--- config.mk ---
export PLATFORM = sky130hd
export DESIGN_NAME = port_pullup_enable_control
export DESIGN_NICKNAME = d
export VERILOG_FILES = /design/src/pullup_pkg.sv /design/src/port_pullup_enable_control.sv
export VERILOG_INCLUDE_DIRS = /design/src /design/src/src
export SDC_FILE = /design/constraint.sdc
export NUM_CORES = 1
export LEC_CHECK = 0
export BUFFER_PORTS_ARGS = -buffer_cell sky130_fd_sc_hd__buf_4
export CORE_MARGIN = 2
export CORE_UTILIZATION = 40
export CTS_BUF_LIST = sky130_fd_sc_hd__clkbuf_4
export DETAILED_ROUTE_END_ITERATION = 6
export GPL_ROUTABILITY_DRIVEN = 0
export GPL_TIMING_DRIVEN = 0
export PLACE_DENSITY = 0.78
export SLEW_MARGIN = 20
export SYNTH_ARGS = -nofsm -noshare
export SYNTH_HDL_FRONTEND = slang
export SYNTH_SLANG_ARGS = --single-unit
--- constraint.sdc ---
create_clock -name clk_sys -period 2.66 [get_ports clk_sys]
set_clock_uncertainty 0.15 [all_clocks]
set_input_delay 0.399 -clock clk_sys [delete_from_list [all_inputs] [get_ports clk_sys]]
set_output_delay 0.399 -clock clk_sys [all_outputs]
set_load 0.02 [all_outputs]
--- src/pullup_map.svh ---
// Constants for the port pull-up enable block: register indices,
// field layout and reset values.
// Assumes it is included by its bare name from files under src/.
`ifndef PULLUP_MAP_SVH
`define PULLUP_MAP_SVH

// ==========================================================
// Register indices; byte address is four times the index
`define FIRST_PULL_IDX 16'h30F0
`define SECOND_PULL_IDX 16'h30F1

// ==========================================================
// Field layout
`define PULL_WIDTH 8
`define FIRST_RSVD_BIT 4
`define FIRST_WR_MASK 8'hEF
`define SECOND_WR_MASK 8'hFF

// ==========================================================
// Reset values
`define FIRST_PULL_RST 8'h00
`define SECOND_PULL_RST 8'h00
`define RDATA_ZERO 32'h0000_0000

`endif

--- src/pullup_pkg.sv ---
// Types shared by the port pull-up enable block.
// Assumes a plain APB master with 32-bit data and 16-bit addresses.
`default_nettype none

package pullup_pkg;

  // ==========================================================
  // APB request carried as one bundle
  typedef struct packed {
    logic psel;
    logic penable;
    logic pwrite;
    logic [15:0] paddr;
    logic [31:0] pwdata;
    logic [3:0] pstrb;
  } apb_req_t;

  // ==========================================================
  // Stored pull-up enables of both ports
  typedef struct packed {
    logic [7:0] first;
    logic [7:0] second;
  } pull_regs_t;

  // ==========================================================
  // Bus slave phase, one-hot
  typedef enum logic [1:0] {
    ST_IDLE = 2'b01,
    ST_ACC = 2'b10
  } apb_state_t;

endpackage

`default_nettype wire

--- src/port_pullup_enable_control.sv ---
// Per-pin pull-up enable control for two 8-bit ports, reached over APB.
// Assumes synchronous pin configuration inputs on clk_sys and an APB
// master that keeps each request steady until pready is seen high.
//
// Added by the designer: the APB interface to the registers.
`include "pullup_map.svh"
`default_nettype none

// Behaviour
// - Second port register: eight read/write pull bits
// - Second port bit 1 enables, 0 disables
// - Second port register clears on reset
// - Pull acts only on pins used as inputs
// - First port bits 7..5 and 3..0 switch pulls
// - First port bit 4 reads zero, ignores writes
module port_pullup_enable_control (
  // Clock and reset
  input wire logic clk_sys,
  input wire logic rst,
  // APB request
  input wire pullup_pkg::apb_req_t apb_req,
  // APB answer
  output logic [31:0] prdata,
  output logic pready,
  output logic pslverr,
  // First port pin configuration
  input wire logic [7:0] first_port_out_en,
  input wire logic [7:0] first_port_in_en,
  // Second port pin configuration
  input wire logic [7:0] second_port_out_en,
  input wire logic [7:0] second_port_in_en,
  // Pull-up device controls to the pads
  output logic [7:0] first_port_pin_pull_on,
  output logic [7:0] second_port_pin_pull_on
);
  import pullup_pkg::*;

  // ==========================================================
  // Address decode

  // Hit vector {second, first}; used by both read and write paths
  function automatic logic [1:0] reg_hit(input logic [15:0] addr);
    logic [17:0] first_a;
    logic [17:0] second_a;
    first_a = {`FIRST_PULL_IDX, 2'b00};
    second_a = {`SECOND_PULL_IDX, 2'b00};
    reg_hit = 2'b00;
    // Only the low 16 bits of the byte address reach the slave
    if (addr == first_a[15:0]) begin
      reg_hit = 2'b01;
    end else if (addr == second_a[15:0]) begin
      reg_hit = 2'b10;
    end
  endfunction

  // ==========================================================
  // State

  apb_state_t state_r; // Bus phase
  apb_state_t state_nxt;
  logic pready_r; // Access phase answer
  logic pready_nxt;
  logic pslverr_r; // Unmapped address answer
  logic pslverr_nxt;
  logic [31:0] prdata_r; // Read data for the access phase
  logic [31:0] prdata_nxt;
  pull_regs_t regs_r; // Stored enables
  pull_regs_t regs_nxt;
  logic [7:0] pull_first_r; // Gated pad controls
  logic [7:0] pull_first_nxt;
  logic [7:0] pull_second_r;
  logic [7:0] pull_second_nxt;

  // Phase qualifiers
  logic setup_ph; // First cycle of a transfer
  logic access_done; // Edge that completes a transfer
  logic [1:0] hit; // Current address decode

  assign setup_ph = apb_req.psel & ~apb_req.penable;
  assign access_done = apb_req.psel & apb_req.penable & pready_r;
  assign hit = reg_hit(apb_req.paddr);

  // ==========================================================
  // Bus phase and answers

  // Answer is prepared in setup so it can come from flops; zero wait
  always_comb begin
    state_nxt = state_r;
    pready_nxt = 1'b0;
    pslverr_nxt = 1'b0;
    prdata_nxt = `RDATA_ZERO;
    case (state_r)
      ST_IDLE: begin
        // Setup seen: answer in the access cycle
        if (setup_ph) begin
          state_nxt = ST_ACC;
          pready_nxt = 1'b1;
          pslverr_nxt = (hit == 2'b00);
          if (!apb_req.pwrite) begin
            // Stored values are returned as they are
            if (hit[0]) begin
              prdata_nxt[7:0] = regs_r.first;
            end else if (hit[1]) begin
              prdata_nxt[7:0] = regs_r.second;
            end
          end
        end
      end
      ST_ACC: begin
        // Transfer ends here; a new setup may follow directly
        state_nxt = ST_IDLE;
      end
      default: begin
        state_nxt = ST_IDLE;
      end
    endcase
  end

  // Registers only
  always_ff @(posedge clk_sys or posedge rst) begin
    if (rst) begin
      state_r <= ST_IDLE;
      pready_r <= 1'b0;
      pslverr_r <= 1'b0;
      prdata_r <= `RDATA_ZERO;
    end else begin
      state_r <= state_nxt;
      pready_r <= pready_nxt;
      pslverr_r <= pslverr_nxt;
      prdata_r <= prdata_nxt;
    end
  end

  // ==========================================================
  // Pull-up enable registers

  // Write lands only on the completing edge, low byte lane only
  always_comb begin
    regs_nxt = regs_r;
    if (access_done && apb_req.pwrite && apb_req.pstrb[0]) begin
      if (hit[0]) begin
        // Reserved bit is masked so it stays zero
        regs_nxt.first = apb_req.pwdata[7:0] & `FIRST_WR_MASK;
      end else if (hit[1]) begin
        regs_nxt.second = apb_req.pwdata[7:0] & `SECOND_WR_MASK;
      end
    end
  end

  // All pulls off after reset
  always_ff @(posedge clk_sys or posedge rst) begin
    if (rst) begin
      regs_r.first <= `FIRST_PULL_RST;
      regs_r.second <= `SECOND_PULL_RST;
    end else begin
      regs_r <= regs_nxt;
    end
  end

  // ==========================================================
  // Pad gating

  // Built from the next register value so the pad follows the write
  // on the same edge; the pin configuration is one cycle behind.
  genvar gi;
  generate
    for (gi = 0; gi < `PULL_WIDTH; gi++) begin : g_pin
      always_comb begin
        // Output or hi-Z pins never see a pull
        pull_first_nxt[gi] = regs_nxt.first[gi] & first_port_in_en[gi] &
                             ~first_port_out_en[gi];
        pull_second_nxt[gi] = regs_nxt.second[gi] & second_port_in_en[gi] &
                              ~second_port_out_en[gi];
      end
    end
  endgenerate

  // Pad controls registered for clean, glitch-free levels
  always_ff @(posedge clk_sys or posedge rst) begin
    if (rst) begin
      pull_first_r <= `FIRST_PULL_RST;
      pull_second_r <= `SECOND_PULL_RST;
    end else begin
      pull_first_r <= pull_first_nxt;
      pull_second_r <= pull_second_nxt;
    end
  end

  // ==========================================================
  // Outputs, all straight from flops

  assign prdata = prdata_r;
  assign pready = pready_r;
  assign pslverr = pslverr_r;
  assign first_port_pin_pull_on = pull_first_r;
  assign second_port_pin_pull_on = pull_second_r;
endmodule

`default_nettype wire

Word level (Yosys, flattened, before mapping)

Cells that the tools add are included.

Bitwise gates (word level): 52
Reductions and logical operators: 3
Eq/ne operators: 4
Mux-type cells: 17

Operators with widths:

| cell                 | count |
|---|---|
| $mux 8               | 8 |
| $and 1x1->1          | 35 |
| $eq 16x16->1 const B | 2 |
| $not 1->1            | 17 |
| $mux 16              | 1 |
| $mux 2               | 4 |
| $mux 1               | 4 |
| $eq 2x1->1 const B   | 1 |
| $logic_and 1x1->1    | 2 |
| $logic_not 2->1      | 1 |
| $ne 2x2->1 const B   | 1 |

Bits of input ports: 89
Logic and storage cells: 84
Flip-flop bits (word level): 44

Depth between registers and ports, before layout

Gate-level depths: netlist of run 1.

Word-level depth: 8
Gate-level depth with buffers: 6

Worst setup path after synthesis of run 1

No wires, ideal clock.

Path type: input-to-reg
Start point: in apb_req[40] (netlist bit)
End point: reg prdata_r[0], in the netlist prdata[0]
Setup slack: 926 ps
Data arrival time: 1463 ps
Stages on the path: 6
Cells stage by stage: and4bb_2 and4_2 buf_4 and3_1 buf_4 a22o_1

Longest elaborated chain between the ends: 8

Ends and longest elaborated chain:

| what                 | line                              | RTL |
|---|---|---|
| from (decl)          | port_pullup_enable_control.sv:21  | `input wire pullup_pkg::apb_req_t apb_req,` |
| $eq 16x16->1         | port_pullup_enable_control.sv:51  | `end else if (addr == second_a[15:0]) begin` |
| $mux 2               | port_pullup_enable_control.sv:51  |  |
| $mux 2 (*)           | port_pullup_enable_control.sv:49  | `if (addr == first_a[15:0]) begin` |
| $mux 8               | port_pullup_enable_control.sv:103 | `end else if (hit[1]) begin` |
| $mux 8 (*)           | port_pullup_enable_control.sv:101 | `if (hit[0]) begin` |
| $mux 8 (*)           | port_pullup_enable_control.sv:99  | `if (!apb_req.pwrite) begin` |
| $mux 8 (*)           | port_pullup_enable_control.sv:95  | `if (setup_ph) begin` |
| $mux 8 (*)           | port_pullup_enable_control.sv:92  | `case (state_r)` |
| via prdata_nxt[0]    | port_pullup_enable_control.sv:66  | `logic [31:0] prdata_nxt;` |
| to (signal assigned) | port_pullup_enable_control.sv:125 | `` prdata_r <= `RDATA_ZERO; `` |
| to (signal assigned) | port_pullup_enable_control.sv:130 | `prdata_r <= prdata_nxt;` |
| to (decl)            | port_pullup_enable_control.sv:65  | `logic [31:0] prdata_r;` |

Mark *: on every way through the listed nets, which the timed path passes. The rest lies on a longest branch.
A chain may end at the register's enable or synchronous reset.

Worst setup path in the final report of run 1

Start point: in apb_req[49] (netlist bit)
End point: reg prdata_r[3], in the netlist prdata[3]

The elaborated chain is that of the path after synthesis.

==> results.json, run 1 <==
{
  "cap_violations": 0,
  "whs_path_depth": 3,
  "fmax_mhz": 559,
  "maxUsedRoutingLayer": "met4",
  "antenna_found_initial": 0,
  "postLayoutCoreUtil_pct": 61.4,
  "fillers": 403,
  "worst_pin_slew_ns": 0.574,
  "yosys_warnings": 0,
  "drtIter0Drc": 50,
  "cts_setup_buffers": 0,
  "drive_gt1_share_pct": 43.9,
  "clk_latency_ns": 0.36,
  "grt-ovfl-total": 0,
  "rr_endpoint": "prdata[3]",
  "grt_pass1_vias": 1614,
  "cts.path.max_buffers": 2,
  "min_to": "second_port_pin_pull_on[7]",
  "final_cell_mix": "113 x buf_4, 43 x dfrtp_1, 24 x conb_1",
  "synth_top_area_share_pct": 54.7,
  "vdd.ir_drop.worst_mv": 0.278,
  "clk_pin_slew_ns": 0.13,
  "period_share_pct": 67.2,
  "syn_area_sq_um": 1970,
  "ys_seq_area_share_pct": 56.0,
  "postRouteWirelength_microns": 4520,
  "whs_ns": 0.0955,
  "hold_class": "primary input to register",
  "final_common_cell": "buf_4",
  "wl_met1_microns": 1710,
  "final_cells": 368,
  "async_reset_ff_share_pct": 100,
  "synth.distinct_cells": 28,
  "wl_met3_microns": 440,
  "grt_usage_pct": 17.0,
  "setup-tns-final_ns": 0,
  "synth_top_cell_by_area": "dfrtp_1",
  "rr_worst_depth": 4,
  "diodes": 0,
  "dr_wl_met2_microns": 2310,
  "r2r_slack_ns": 0.94,
  "yosys_most_used_dff": "dfrtp_1",
  "period_minus_slack_ns": 1.79,
  "hpwlAfterDp_microns": 3450,
  "slew_headroom_pct": 61.4,
  "ios": 139,
  "startpoint_type": "primary input",
  "worstPathArrival_ns": 1.93,
  "syn_inst": 181,
  "worstPathRequired_ns": 2.80,
  "area_delta_synth_final_pct": 47.4,
  "cts_made_buffers": 5,
  "avgViaCountPerCell": 4.58,
  "synth-edff-count": 0,
  "h-tree-depth": 2,
  "rows": 25,
  "syn_avg_cell_area_sq_um": 10.9,
  "core-area_sq_um": 4720,
  "avgRoutedWirePerCell_microns": 12.3,
  "cts_root_buffer": "clkbuf_4",
  "slew_viol_final": 0,
  "grt_pass1_wl_microns": 6960,
  "fp.dieH_microns": 74.1,
  "p_per_area_nw_per_um2": 434,
  "postRouteAntennaNets": 0,
  "die_w_microns": 74.1,
  "outcome": "finished clean",
  "dp.cells": 359,
  "synth_seq_cells": 44,
  "path_class": "primary input to register",
  "tritoncts": "done",
  "synthTopCellsByArea": "dfrtp_1 55%, buf_4 9.9%, nand2b_1 4.8%, nand3_1 4.1%, a21oi_1 3.8%",
  "cts_resized": 0,
  "crit_fanout": 8,
  "grt_max_degree": 36,
  "min-delay-start": "second_port_out_en[7]",
  "first_pass_iters": 4,
  "timing.rr.start": "state_r[0]",
  "hold_viol": 0,
  "remaining_drc_errors": 0,
  "vias": 1684,
  "cts_sinks": 44,
  "setup_viol": 0,
  "leakage_nw": 1.63,
  "start_util_pct": 41.7,
  "rsz0062_at_grt": "false",
  "endpoint_kind": "register",
  "die_area_sq_um": 5500,
  "port_buffers": 87,
  "nNetsFinal": 389
}
## what timing repair did
action,in CTS,in global routing
hold buffers,1,0
endpoints found under the setup margin,0,0
endpoints found under the hold margin,8,0
## cell families after synthesis
logic type             share of synthesized area (%)
other                                          0.191
DFF                                             56.0
and+or+nand+nor                                 20.7
AOI/OAI and AO/OA                               11.2
buffers and inverters                           12.0
## how the worst max path moves through the flow
stage	from	end	slack, ns	cells after the start
6_report	apb_req[49]	prdata[3]	0.87	5
5_1_grt	apb_req[49]	first_port_pin_pull_on[6]	0.70	6
4_1_cts	apb_req[49]	prdata[3]	0.84	5
3_5_place_dp	apb_req[49]	prdata[5]	0.47	5
3_3_place_gp	rst	first_port_pin_pull_on[7]	0.56	2
2_1_floorplan	apb_req[40]	prdata[0]	0.93	6
## cell usage after synthesis, types with 2 or more instances
library cell	n
and4bb_2	2
clkbuf_1	2
dfrtp_1	43
buf_4	26
nand2_1	16
a22o_1	8
and3_1	2
a21oi_1	15
o21ai_0	15
buf_2	2
nand2b_1	15
nor2_1	2
nand3_1	16
inv_1	3
## through the flow
step	cell area (sq um)	total power (W)	worst slack [ns]
floorplan	2050	0.000773	0.926
global route	2900	0.00130	0.696
global placement	2790	0.000852	0.558
CTS	2900	0.00126	0.843
detailed placement	2810	0.000859	0.469
finish	2900	0.00126	0.872
## routing by layer
layer  vias up  GRT usage, %
li1        816             -
met3         7          4.20
met4         0          6.87
met2        87          30.8
met1       774          19.2
met5         -             0
## area by class of cell
| class | instances | area (sq um) | area share (%) |
|---|---|---|---|
| Clock buffer | 5 | 37.5 | 1.29 |
| Buffer | 31 | 224 | 7.72 |
| Tap cell | 67 | 83.8 | 2.89 |
| Sequential cell | 44 | 1100 | 38.0 |
| Multi-Input combinational cell | 126 | 717 | 24.7 |
| Timing Repair Buffer | 89 | 683 | 23.5 |
| Inverter | 3 | 11.3 | 0.388 |
| Clock inverter | 3 | 42.5 | 1.47 |
## report_power, final
| part | switching, W | total [W] | internal [W] |
|---|---|---|---|
| clock network | 0.000216 | 0.000413 | 0.000196 |
| logic | 0.0000753 | 0.000173 | 0.0000974 |
| registers | 0.00000102 | 0.000674 | 0.000673 |
| total | 0.000292 | 0.00126 | 0.000967 |
## registers in the layout (all words and copies together), names as in the netlist
name	flops
regs_r	16
first_port_pin_pull_on	8
prdata	8
second_port_pin_pull_on	8
state_r	2
pready	1
pslverr	1
## critical path, stage by stage
cell and delay [ns]:
buf_4 0.11, nor3b_1 0.30, nand4_2 0.30, nor4_4 0.58
a22o_1 0.24
Note: power is estimated with default switching activity, not from simulation.
==> run 2, diff against run 1 <==
==> constraint.sdc (replaced) <==
create_clock -name clk_sys -period 1.7 [get_ports clk_sys]
set_clock_uncertainty 0.15 [all_clocks]
set_input_delay 0.255 -clock clk_sys [delete_from_list [all_inputs] [get_ports clk_sys]]
set_output_delay 0.255 -clock clk_sys [all_outputs]
set_load 0.02 [all_outputs]
==> run 2 against run 1 <==
Against the previous run:
- first-iteration DRC count up 16%
- routed wire length is 11% higher
- utilization is 7.5 points higher
- clock-buffer cell count did not move
- cell area up 12%
- via count grew 6.9%
- highest routed layer unchanged
==> results.json, run 2 (synthesis results as in run 1) <==
{
  "first_pass_iters": 4,
  "port_buffers": 87,
  "antenna_found_initial": 0,
  "dp.cells": 359,
  "pre_cts_ws_ns": -0.347,
  "endpoint_kind": "register",
  "final_cells": 404,
  "grt_pass1_wl_microns": 7800,
  "largest_register_ffs": 16,
  "nNetsFinal": 425,
  "postRouteAntennaNets": 0,
  "cts_root_buffer": "clkbuf_4",
  "tritoncts": "done",
  "rows": 25,
  "area_delta_synth_final_pct": 65.5,
  "vdd.ir_drop.worst_mv": 0.435,
  "cts_sinks": 44,
  "clk_pin_slew_ns": 0.13,
  "leakage_nw": 1.77,
  "hpwlAfterDp_microns": 3450,
  "largest-register": "regs_r",
  "cts.path.max_buffers": 2,
  "die_area_sq_um": 5500,
  "worstPathRequired_ns": 1.83,
  "final_cell_mix": "116 x buf_4, 43 x dfrtp_1, 33 x dlygate4sd3_1",
  "clk_latency_ns": 0.36,
  "grt-ovfl-total": 0,
  "fmax_mhz": 613,
  "drive_gt1_share_pct": 40.9,
  "cts_made_buffers": 5,
  "vias": 1801,
  "cap_violations": 0,
  "avgRoutedWirePerCell_microns": 12.4,
  "setup_viol": 0,
  "grt_max_degree": 36,
  "remaining_drc_errors": 0,
  "ios": 139,
  "start_util_pct": 41.7,
  "setup_ws_ns": 0.0695,
  "worstPathArrival_ns": 1.76,
  "outcome": "finished clean",
  "hold_viol": 0,
  "diodes": 0,
  "grt_usage_pct": 19.0,
  "die_w_microns": 74.1,
  "crit_fanout": 1,
  "core-area_sq_um": 4720,
  "period_share_pct": 95.9,
  "fillers": 363,
  "period_minus_slack_ns": 1.63,
  "place_area_sq_um": 2810,
  "p_per_area_nw_per_um2": 621,
  "slew_viol_final": 0,
  "path_class": "primary input to register",
  "final_area_sq_um": 3260,
  "startpoint_type": "primary input",
  "drtIter0Drc": 58,
  "avgViaCountPerCell": 4.46,
  "fp.dieH_microns": 74.1,
  "hold_class": "primary input to register",
  "h-tree-depth": 2,
  "postRouteWirelength_microns": 5020,
  "grt_pass1_vias": 1831,
  "final_common_cell": "buf_4"
}
[run 2: worst max-delay path, cell delays in order]
cell           delay, ns
dlygate4sd3_1       0.54
buf_4               0.13
nand2b_1            0.12
dlygate4sd3_1       0.56
a21oi_1             0.16
[run 2: final cells by class]
| type | count | area [sq um] | area share [%] |
|---|---|---|---|
| Tap cell | 67 | 83.8 | 2.57 |
| Clock inverter | 3 | 42.5 | 1.31 |
| Sequential cell | 44 | 1100 | 33.8 |
| Multi-Input combinational cell | 126 | 717 | 22.0 |
| Clock buffer | 5 | 37.5 | 1.15 |
| Buffer | 31 | 226 | 6.95 |
| Timing Repair Buffer | 125 | 1040 | 31.8 |
| Inverter | 3 | 11.3 | 0.346 |
[run 2: final timing paths]
kind / slack (ns) / cells after the start / end / start
worst max register to register: 0.10 / 4 / second_port_pin_pull_on[2] / pready
max in group asynchronous: 0.72 / 4 / first_port_pin_pull_on[3] / rst
min in group asynchronous: 0.22 / 3 / regs_r[12] / rst
worst min register to register: 0.36 / 1 / prdata[7] / regs_r[15]
worst min-delay path: 0.007 / 3 / regs_r[5] / apb_req[9]
worst max-delay path: 0.07 / 5 / second_port_pin_pull_on[2] / second_port_out_en[2]
[run 2: per-layer routing]
metal  up-vias  routed length (microns)  global-route usage [%]
met5         -                        0                       0
met1       822                     1890                    20.8
met2        82                     2630                    35.9
met4         0                       74                    7.07
met3         7                      420                    3.79
li1        890                        -                       -
[run 2: timing repair]
| item | CTS | global route |
|---|---|---|
| hold buffers | 31 | 2 |
| setup endpoints to repair | 7 | 28 |
| hold endpoints to repair | 62 | 1 |
| buffers inserted | 1 | 3 |
| pin swaps | 1 | 1 |
| gates resized for setup | 0 | 10 |
[run 2: through the flow]
step | hold WS [ns] | TNS (ns) | util [%] | total power (W)
global route | 0.00464 | -0.0224 | 69.0 | 0.00211
CTS | 0.00234 | 0 | 67.9 | 0.00203
finish | 0.00699 | 0 | 69.0 | 0.00202
global placement | 0.313 | -16.49 | 59.1 | 0.00133
floorplan | 0.228 | 0 | - | 0.00121
detailed placement | 0.0546 | -7.62 | 59.5 | 0.00134
[run 2: power by group]
group	switching, W	internal, W	total [W]
Sequential	0.00000157	0.00105	0.00105
Combinational	0.000130	0.000201	0.000330
Clock	0.000332	0.000307	0.000640
